## config.mk

```make
export PLATFORM = sky130hd
export DESIGN_NAME = stm_monitor
export DESIGN_NICKNAME = d
export VERILOG_FILES = /design/src/core/stm_pkg.sv /design/src/core/stm_input_filter.sv /design/src/core/stm_monitor.sv
export SDC_FILE = /design/constraint.sdc
export NUM_CORES = 1
export LEC_CHECK = 0
export BUFFER_PORTS_ARGS = -buffer_cell sky130_fd_sc_hd__buf_2
export CAP_MARGIN = 25
export CORE_ASPECT_RATIO = 2
export CORE_MARGIN = 2
export CORE_UTILIZATION = 35
export CTS_CLUSTER_SIZE = 28
export DETAILED_ROUTE_END_ITERATION = 8
export PLACE_DENSITY_LB_ADDON = 0.1
export SYNTH_ARGS = -nofsm -noshare
export SYNTH_HDL_FRONTEND = slang
export SYNTH_SLANG_ARGS = --single-unit
```

## constraint.sdc

```tcl
create_clock -name clk -period 4.05 [get_ports clk]
set_input_delay 0.405 -clock clk [delete_from_list [all_inputs] [get_ports clk]]
set_output_delay 0.405 -clock clk [all_outputs]
set_load 0.05 [all_outputs]
```

## src/core/stm_pkg.sv

```systemverilog
// Constants and carrier types for the torque shut-off monitor
// Summary of operation
// First safety input open means channel A demands shut-off; closed releases it.
// Second safety input open means channel B demands shut-off; closed releases it.
// Power stage drive is cut while either input is open; both closed permit drive.
// Channel A monitor closes while channel A is shut off, opens when released.
// Channel B monitor closes while channel B is shut off, opens when released.
// Path between both monitors closes only when both inputs are open.
// External test pulses on the safety inputs stay off for at most 1 ms.
// Torque removal while the motor moves brakes dynamically and raises timing alarm.
// Controller opens both inputs only after the motor stopped by servo-off or forced stop; the bench opens both with motor_moving high.
// Controller opens both safety inputs together, never one channel alone; the bench controller model also opens channel A or B alone.
// Open periods no longer than the test pulse limit leave channel state unchanged.
`default_nettype none
package stm_pkg;
    // Clock and test pulse timing
    localparam int unsigned CLK_FREQ_KHZ = 125000;
    localparam int unsigned TEST_PULSE_MAX_US = 1000;
    localparam int unsigned TEST_PULSE_MAX_CYC = (TEST_PULSE_MAX_US * CLK_FREQ_KHZ) / 1000;
    // Width of the open-period counter, enough for the full limit
    localparam int unsigned FILTER_W = 17;

    // Per-channel filter states
    typedef enum logic [2:0] {
        FLT_SHUTOFF  = 3'b001,
        FLT_RELEASED = 3'b010,
        FLT_GLITCH   = 3'b100
    } stm_filter_state_type;

    // Drive states of the power stage
    typedef enum logic [2:0] {
        DRV_SHUTOFF = 3'b001,
        DRV_ON      = 3'b010,
        DRV_ALARM   = 3'b100
    } stm_drive_state_type;

    // Monitor outputs; a 1 means the output transistor is closed
    typedef struct packed {
        logic shutoff_monitor_a;
        logic shutoff_monitor_b;
        logic monitor_pair_closed;
    } stm_monitor_type;

    localparam stm_monitor_type MONITOR_RESET = 3'h7;
endpackage
`default_nettype wire

```

## src/core/stm_input_filter.sv

```systemverilog
// Test pulse filter and shut-off state of one safety channel
`default_nettype none
module stm_input_filter #(
    parameter int unsigned LIMIT = stm_pkg::TEST_PULSE_MAX_CYC
) (
    input wire logic clk,
    input wire logic rst_b,
    input wire logic input_closed,
    output logic channel_shutoff
);
    stm_pkg::stm_filter_state_type state, next_state;
    logic [stm_pkg::FILTER_W-1:0] open_count, next_open_count;
    localparam logic [stm_pkg::FILTER_W-1:0] LAST_COUNT = stm_pkg::FILTER_W'(LIMIT - 1);

    // Release is immediate; an opening must outlast the test pulse limit
    always_comb begin
        next_state = state;
        next_open_count = open_count;
        unique case (state)
            stm_pkg::FLT_SHUTOFF: begin
                if (input_closed) begin
                    next_state = stm_pkg::FLT_RELEASED;
                end
            end
            stm_pkg::FLT_RELEASED: begin
                if (!input_closed) begin
                    next_state = stm_pkg::FLT_GLITCH;
                    next_open_count = '0;
                end
            end
            stm_pkg::FLT_GLITCH: begin
                if (input_closed) begin
                    next_state = stm_pkg::FLT_RELEASED;
                end else if (open_count == LAST_COUNT) begin
                    next_state = stm_pkg::FLT_SHUTOFF;
                end else begin
                    next_open_count = open_count + 1'b1;
                end
            end
            default: begin
                next_state = stm_pkg::FLT_SHUTOFF;
            end
        endcase
    end

    // Shut-off after reset: safe until the input is seen closed
    always_ff @(posedge clk or negedge rst_b) begin
        if (!rst_b) begin
            state <= stm_pkg::FLT_SHUTOFF;
            open_count <= '0;
        end else begin
            state <= next_state;
            open_count <= next_open_count;
        end
    end

    assign channel_shutoff = state[0];
endmodule
`default_nettype wire

```

## src/core/stm_monitor.sv

```systemverilog
// Safe torque off monitor: input filters, drive permit, monitors, timing alarm
`default_nettype none
module stm_monitor #(
    parameter int unsigned FILTER_CYCLES = stm_pkg::TEST_PULSE_MAX_CYC
) (
    input wire logic clk,
    input wire logic rst_b,
    input wire logic safety_input_a,
    input wire logic safety_input_b,
    input wire logic motor_moving,
    input wire logic alarm_clear,
    output var stm_pkg::stm_monitor_type shutoff_monitor,
    output logic base_drive_enable,
    output logic dynamic_brake,
    output logic torque_off_timing_alarm
);
    logic chan_a_off;
    logic chan_b_off;
    logic removal_in_motion;
    stm_pkg::stm_drive_state_type drive_state, next_drive_state;
    stm_pkg::stm_monitor_type next_monitor;
    logic next_drive_enable;
    logic next_brake;
    logic next_alarm;

    // One filter per channel; safety_input high means closed to the common
    stm_input_filter #(
        .LIMIT(FILTER_CYCLES)
    ) filt_a (
        .clk(clk),
        .rst_b(rst_b),
        .input_closed(safety_input_a),
        .channel_shutoff(chan_a_off)
    );

    stm_input_filter #(
        .LIMIT(FILTER_CYCLES)
    ) filt_b (
        .clk(clk),
        .rst_b(rst_b),
        .input_closed(safety_input_b),
        .channel_shutoff(chan_b_off)
    );

    // Either channel off while driving a moving motor is the alarm cause
    assign removal_in_motion = drive_state[1] && (chan_a_off || chan_b_off) && motor_moving;

    // Drive state sequencing
    always_comb begin
        next_drive_state = drive_state;
        unique case (drive_state)
            stm_pkg::DRV_SHUTOFF: begin
                if (!chan_a_off && !chan_b_off) begin
                    next_drive_state = stm_pkg::DRV_ON;
                end
            end
            stm_pkg::DRV_ON: begin
                if (removal_in_motion) begin
                    next_drive_state = stm_pkg::DRV_ALARM;
                end else if (chan_a_off || chan_b_off) begin
                    next_drive_state = stm_pkg::DRV_SHUTOFF;
                end
            end
            stm_pkg::DRV_ALARM: begin
                // Alarm only leaves on an explicit clear, drive never restarts by itself
                if (alarm_clear) begin
                    next_drive_state = stm_pkg::DRV_SHUTOFF;
                end
            end
            default: begin
                next_drive_state = stm_pkg::DRV_SHUTOFF;
            end
        endcase
    end

    // Registered outputs; drive, brake and alarm decoded from the next drive state, monitors from the current filtered channels
    always_comb begin
        next_monitor.shutoff_monitor_a = chan_a_off;
        next_monitor.shutoff_monitor_b = chan_b_off;
        next_monitor.monitor_pair_closed = chan_a_off && chan_b_off;
        next_drive_enable = next_drive_state == stm_pkg::DRV_ON;
        next_brake = next_drive_state == stm_pkg::DRV_ALARM;
        next_alarm = next_drive_state == stm_pkg::DRV_ALARM;
    end

    // State and output registers; reset leaves power stage cut
    always_ff @(posedge clk or negedge rst_b) begin
        if (!rst_b) begin
            drive_state <= stm_pkg::DRV_SHUTOFF;
            shutoff_monitor <= stm_pkg::MONITOR_RESET;
            base_drive_enable <= 1'b0;
            dynamic_brake <= 1'b0;
            torque_off_timing_alarm <= 1'b0;
        end else begin
            drive_state <= next_drive_state;
            shutoff_monitor <= next_monitor;
            base_drive_enable <= next_drive_enable;
            dynamic_brake <= next_brake;
            torque_off_timing_alarm <= next_alarm;
        end
    end
endmodule
`default_nettype wire

```

==> impl_metrics.py, run 1 <==
metrics = {
    "finish": {
        "fin_area_mm2": 0.00278,
        "nets": 292,
        "utilization": 0.389,
        "multi_input_area_mm2": 0.00120,
        "antennaDiodeCount": 0,
        "area_delta_synth_final_pct": 8.97,
        "n_fill_cell": 762,
        "drive_gt1_frac": 0.112,
        "seqCellArea_mm2": 0.00121,
    },
    "global_routing": {
        "gr-total-overflow": 0,
        "grt_use_met3": 0.0352,
        "use_met1": 0.198,
        "grt_use_met2": 0.246,
        "grt_antenna_before_repair": 0,
        "grt_pass1_vias": 2048,
        "globalRouteTotalUtil": 0.154,
        "top_usage_layer": "met2",
        "grt_max_degree": 42,
        "grt_pass1_wl_mm": 9.69,
    },
    "timing": {
        "worstMarginPinSlew_ps": 777,
        "max_clock_freq_mhz": 455,
        "hold_violations": 0,
        "setup_tns_ps": 0,
        "rsz0062_at_grt": "false",
        "fin_crit_ps": 2200,
        "fin_crit_sh": 0.542,
        "skew_ps": 4.07,
        "maxSlewHeadroom": 0.482,
        "maxSlewViolCount": 0,
        "finalSetupViolations": 0,
        "hold_slack_ps": 329,
    },
    "power_and_ir_drop": {
        "total_power_w": 0.00133,
        "ir_drop_mv": 0.335,
        "leakage_nw": 1.14,
        "power_density_mw_per_mm2": 479,
    },
    "yosys": {
        "postSynthCellCount": 279,
        "syn_nets": 287,
        "synth-warning-count": 0,
        "synth-async-reset-ratio": 1.00,
        "synth_top_area_share": 0.412,
        "synth_edf_count": 0,
        "avgSynthCellArea_um2": 9.15,
        "synthDistinctLibCells": 48,
        "synthFlopType": "dfrtp_1",
        "ys_ff_latch": 48,
        "ys_seq_area_frac": 0.474,
        "netlist_top_cells_area": "dfrtp_1, o21ai_0, dfstp_2",
        "syn_area_mm2": 0.00255,
        "yosysTopAreaCell": "dfrtp_1",
    },
    "setup_path": {
        "setup.worst_path.start_class": "register",
        "crit_fanout": 18,
        "crit_path_end_kind": "register",
        "rrSetupSlack_ps": 1850,
        "critPathKind": "register to register",
        "critical_path_required_ps": 4250,
        "r2r_cells": 6,
        "cp.arrival_ps": 2390,
    },
    "place": {
        "hpwl_mm": 3.61,
        "place_area_mm2": 0.00263,
        "io_buffers": 11,
        "gp_congestion": 0.749,
    },
    "floorplan": {
        "die_h_um": 125,
        "die_x_um": 64.4,
        "num_io_pins": 12,
        "fp.coreArea_mm2": 0.00716,
        "dieArea_mm2": 0.00803,
        "initial_utilization": 0.357,
        "rows": 44,
    },
    "clock_network": {
        "numCtsBuffers": 5,
        "cts_tree": "done",
        "clockBufferDepth": 2,
        "post-cts-setup-buffers": 0,
        "cts_hold_buf": 1,
        "cts-resized-gates": 0,
        "clock-sinks": 48,
        "clock_latency_ps": 290,
        "clkTransAtPathRegs_ps": 60,
        "htree_levels": 2,
        "cts_root_buffer": "clkbuf_16",
    },
    "detailed_routing": {
        "wl_mm": 5.45,
        "vias": 2127,
        "firstDrtPassIters": 4,
        "drcViolationCount": 0,
        "vias_per_cell": 5.64,
        "postRouteAntennaNets": 0,
        "post_drt_wl_per_cell_um": 14.5,
        "first_iter_violations": 142,
    },
    "min_path": {
        "whs_path_depth": 2,
        "hold_class": "input port to register",
    },
    "run_status": {
        "outcome": "finished, final reports clean",
    },
    "run": {
        "maxCapViolCount": 0,
    },
}
[worst max-delay path, cell delays in order (launching register included)]
cell      delay (ps)
dfrtp_1          390
ha_1             270
nor4bb_1         230
nand4_1          220
a21oi_2          690
o21ai_0          200
o31ai_1          100
[metal layers]
metal,part of all wire,up-vias
met5,0,-
met4,0.021,0
met3,0.044,5
met2,0.48,48
met1,0.46,1041
li1,-,1033
[through the flow]
step | setup WS [ps] | instances
after CTS | 1830 | 377
final | 1850 | 377
after floorplan | 2300 | 279
after global routing | 1570 | 377
after global placement | 1880 | 368
after detailed placement | 1850 | 368
[cell families (layout without fill, tap and decap cells)]
group           Yosys count  after routing  share of synthesized area
buf+inv                  26             32                     0.0573
flops                    48             48                      0.474
mux                       1              1                    0.00392
xor+xnor                  3              3                     0.0103
simple gates            115            115                      0.248
compound gates           84             84                      0.197
fa+ha+maj                 2              2                    0.00980
[cell usage in the layout (no fill, tap or decap), types with 2 or more instances in the layout]
master and n:
and4_1 3, xor2_1 2, nor4_1 5, nand2b_1 2, nor3_1 8, nand3b_1 2, a31oi_1 7, nand4_1 12
nand3_1 14, o211a_1 2, ha_1 2, clkbuf_16 5, a21o_1 2, or3_1 6, nor2_1 19, nor4b_1 2
o21ai_0 38, a21oi_1 16, clkbuf_1 2, a221o_1 2, a41oi_1 2, nor4bb_1 2, and2_1 4, o31ai_1 7
nand2_1 26, or3b_1 2, inv_1 11, a21oi_2 2, buf_2 11, dfrtp_1 42, dfstp_2 6, and4b_1 2
[final timing paths]
| check | endpoint | start |
|---|---|---|
| max | filt_b.open_count[6]$_DFFE_PN0P_ | filt_b.open_count[0]$_DFFE_PN0P_ |
| min in group asynchronous | filt_b.open_count[15]$_DFFE_PN0P_ | rst_b |
| max reg2reg | filt_b.open_count[6]$_DFFE_PN0P_ | filt_b.open_count[0]$_DFFE_PN0P_ |
| min | filt_a.state[0]$_DFFE_PN1P_ | safety_input_a |
| min reg2reg | shutoff_monitor[2]$_DFF_PN1_ | filt_a.state[0]$_DFFE_PN1P_ |
| max in group asynchronous | drive_state[0]$_DFF_PN1_ | rst_b |
[area by class of cell]
type	count	share of cell area
flip-flops and latches	48	0.435
repair buffers	13	0.0261
multi-input cells	205	0.430
inverters	11	0.0148
clock buffers	8	0.0526
well taps	92	0.0414
[cell usage after synthesis, drive strengths merged (2+ instances only)]
library cell  number
and4               3
and2               5
nand2             27
a221o              2
or3                6
a21o               2
o31ai              7
dfrtp             42
a21oi             18
inv               11
or3b               2
nand3             14
nor3               9
and4b              2
a31oi              7
nand2b             2
o21ai             39
nor4bb             2
dfstp              6
nor2              21
xor2               2
ha                 2
clkbuf             3
nand3b             2
buf               12
a41oi              2
nand4             12
nor4b              2
o211a              2
nor4               5
[sequential cells by signal, summed over array words and instances, names as in the netlist]
signal and count:
filt_b.open_count 17, filt_b.state 3, base_drive_enable 1, torque_off_timing_alarm 1, filt_a.open_count 17, shutoff_monitor 3
filt_a.state 3, drive_state 3
[report_power, final]
part	internal (W)	leakage, nW	switching (W)
combinational	0.0000852	0.429	0.000164
clock	0.000247	0.0712	0.000179
sequential	0.000575	0.642	0.0000822
total	0.000907	1.14	0.000425
No activity file was read; power rests on OpenSTA's default activity.
==> run 2: changes to the inputs <==
--- a/config.mk
+++ b/config.mk
@@ -5,6 +5,7 @@
 export SDC_FILE = /design/constraint.sdc
 export NUM_CORES = 1
 export LEC_CHECK = 0
+export ABC_AREA = 1
 export BUFFER_PORTS_ARGS = -buffer_cell sky130_fd_sc_hd__buf_2
 export CAP_MARGIN = 25
 export CORE_ASPECT_RATIO = 2
==> constraint.sdc (replaced) <==
create_clock -name clk -period 2.3 [get_ports clk]
set_input_delay 0.23 -clock clk [delete_from_list [all_inputs] [get_ports clk]]
set_output_delay 0.23 -clock clk [all_outputs]
set_load 0.05 [all_outputs]
==> run 2 against run 1 <==
  * Maximum frequency rose by 26%
  * Cell area rose by 15%
  * Flip-flop and latch count unchanged
  * Combinational power increased to 3.1 times the previous value
==> impl_metrics.py, run 2 <==
metrics = {
    "global_routing": {
        "grt_pass1_wl_mm": 12.3,
        "gr-total-overflow": 0,
        "grt_antenna_before_repair": 0,
        "grt_max_degree": 26,
        "globalRouteTotalUtil": 0.183,
        "grt_pass1_vias": 2616,
    },
    "finish": {
        "area_delta_synth_final_pct": 10.3,
        "n_fill_cell": 880,
        "antennaDiodeCount": 0,
        "nets": 431,
        "layout_commonest_cell": "nand2_1",
        "drive_gt1_frac": 0.0991,
        "top_regs": "filt_a.open_count: 17 flops, filt_b.open_count: 17 flops",
        "final_cell_mix": "nand2_1, nor2_1, nand3_1, inv_1, dfrtp_1",
    },
    "setup_path": {
        "crit_top_cell": "nand2_1",
        "critical_path_required_ps": 2480,
        "crit_path_end_kind": "register",
        "crit_fanout": 14,
        "crit_family": "simple AND/OR/NAND/NOR gates",
        "setup.worst_path.start_class": "register",
        "rrSetupSlack_ps": 550,
        "path_buf_inv": 0,
        "r2r_end": "filt_a.open_count[14]$_DFFE_PN0P_",
        "cp.arrival_ps": 1930,
        "cpPeakStageDelay_ps": 430,
        "worstPathCellList": "nor3_1 > nand2_1 > nand2_4 > nand2_1 > nand2_1 > nand2_1",
        "r2r_start": "filt_a.state[2]$_DFFE_PN0P_",
        "critPathKind": "register to register",
        "cpMaxStageDelayCell": "nand2_1",
        "r2r_cells": 6,
    },
    "power_and_ir_drop": {
        "leakage_nw": 1.54,
        "combPwrFrac": 0.282,
        "power_density_mw_per_mm2": 854,
        "total_power_w": 0.00272,
        "switching_power_w": 0.00102,
        "ir_drop_mv": 0.490,
        "seq_power_share": 0.437,
        "p_int_w": 0.00171,
        "swShare": 0.373,
        "clock_power_share": 0.280,
    },
    "clock_network": {
        "clockBufferDepth": 2,
        "clock-sinks": 48,
        "clock_latency_ps": 290,
        "cts_tree": "done",
        "post-cts-setup-buffers": 0,
        "cts_root_buffer": "clkbuf_16",
        "numCtsBuffers": 5,
        "clkTransAtPathRegs_ps": 70,
        "htree_levels": 2,
        "cts-resized-gates": 0,
    },
    "min_path": {
        "hold_end": "torque_off_timing_alarm$_DFF_PN0_",
        "holdCritStartpoint": "alarm_clear",
        "hold_class": "input port to register",
        "whs_path_depth": 2,
    },
    "detailed_routing": {
        "first_iter_violations": 139,
        "vias_per_cell": 4.92,
        "postRouteAntennaNets": 0,
        "drcViolationCount": 0,
        "post_drt_wl_per_cell_um": 14.2,
        "wl_mm": 7.39,
        "vias": 2566,
        "firstDrtPassIters": 4,
    },
    "yosys": {
        "yosysTopAreaCell": "dfrtp_1",
        "synthFlopType": "dfrtp_1",
        "synth_most_common_cell": "nand2_1",
        "postSynthCellCount": 409,
        "ys_ff_latch": 48,
        "synth-async-reset-ratio": 1.00,
        "syn_nets": 417,
        "synth_edf_count": 0,
        "syn_area_mm2": 0.00289,
        "avgSynthCellArea_um2": 7.07,
        "synth-warning-count": 0,
        "ys_seq_area_frac": 0.418,
        "yosys-top-cells-count": "nand2_1, nor2_1, nand3_1",
        "synthDistinctLibCells": 26,
        "netlist_top_cells_area": "dfrtp_1, nand2_1, nand3_1",
        "synth_top_area_share": 0.363,
    },
    "run_status": {
        "outcome": "finished, final reports clean",
    },
    "floorplan": {
        "num_io_pins": 12,
        "die_h_um": 133,
        "fp.coreArea_mm2": 0.00817,
        "die_x_um": 68.3,
        "initial_utilization": 0.354,
        "rows": 47,
        "dieArea_mm2": 0.00905,
    },
    "place": {
        "hpwl_mm": 5.66,
        "gp_congestion": 0.923,
        "io_buffers": 11,
    },
    "timing": {
        "maxSlewHeadroom": 0.608,
        "hold_violations": 0,
        "hold_slack_ps": 150,
        "skew_ps": 5.24,
        "fin_crit_ps": 1750,
        "worstMarginPinSlew_ps": 587,
        "rsz0062_at_grt": "false",
        "finalSetupViolations": 0,
        "fin_crit_sh": 0.759,
        "setup_tns_ps": 0,
        "maxSlewViolCount": 0,
        "max_clock_freq_mhz": 573,
    },
    "run": {
        "maxCapViolCount": 0,
    },
}
## run 2: changes by cell type after synthesis, sizes merged, moves of 9 or more
cell   change
o21ai     -19
inv       +37
nand3     +41
nor2      +38
a21oi     -15
nand2    +105
xor2       +9
## run 2: cell families after synthesis
| logic type | count (synthesis) | share of synthesized area |
|---|---|---|
| flip-flops | 48 | 0.418 |
| AO/OA/AOI/OAI | 24 | 0.0467 |
| AND/OR/NAND/NOR | 264 | 0.396 |
| buffers and inverters | 55 | 0.0826 |
| adder cells (fa/ha/maj) | 2 | 0.00865 |
| XOR/XNOR | 16 | 0.0484 |
## run 2: worst register-to-register path, delay by kind of cell, from the launching register on
family        cells  cell delay, ps
simple gates      6            1240
flops             1             410
## run 2: how the worst max path moves through the flow
stage	startpoint	slack [ps]	end	cells past startpoint
after floorplan	filt_a.open_count[0]$_DFFE_PN0P_	890	filt_a.open_count[15]$_DFFE_PN0P_	11
after global routing	filt_a.open_count[0]$_DFFE_PN0P_	370	filt_a.open_count[12]$_DFFE_PN0P_	10
after CTS	filt_a.state[2]$_DFFE_PN0P_	540	filt_a.open_count[14]$_DFFE_PN0P_	6
after global placement	filt_a.open_count[0]$_DFFE_PN0P_	550	filt_a.open_count[12]$_DFFE_PN0P_	10
after detailed placement	filt_a.state[2]$_DFFE_PN0P_	560	filt_a.open_count[14]$_DFFE_PN0P_	6
final	filt_a.state[2]$_DFFE_PN0P_	550	filt_a.open_count[14]$_DFFE_PN0P_	6
## run 2: through the flow
stage,utilization,worst slack [ps],cell area (um2),std cells
final,0.390,554,3190,522
after CTS,0.390,544,3190,522
after global routing,0.390,369,3190,522
after detailed placement,0.370,560,3030,513
after floorplan,-,893,2890,409
after global placement,0.370,547,3030,513
## run 2: what timing repair did
action	CTS	global route
hold buffers	1	0
setup endpoints to repair	0	0
endpoints found under the hold margin	23	0
## run 2: cell type report
type,instances,area [um2],share of cell area
clock buffer,6,139,0.0435
tap,98,123,0.0384
sequential,48,1210,0.379
inverter,48,180,0.0565
clock inverter,2,15.0,0.00471
multi-input combinational,306,1450,0.453
timing repair buffer,14,80.1,0.0251
## run 2: layer usage
layer | vias up | routed length [um] | track usage
li1 | 1317 | - | -
met3 | 23 | 143 | 0.0238
met1 | 1184 | 2660 | 0.176
met2 | 42 | 4210 | 0.343
met5 | - | 0 | 0
met4 | 0 | 382 | 0.109
## run 2: power groups by stage
| stage | combinational (W) | sequential (W) | clock (W) |
|---|---|---|---|
| finish | 0.000769 | 0.00119 | 0.000763 |
| global route | 0.000873 | 0.00122 | 0.000822 |
| CTS | 0.000783 | 0.00119 | 0.000796 |
| detailed placement | 0.000777 | 0.00121 | 0 |
| global placement | 0.000772 | 0.00120 | 0 |
| floorplan | 0.000492 | 0.00131 | 0 |
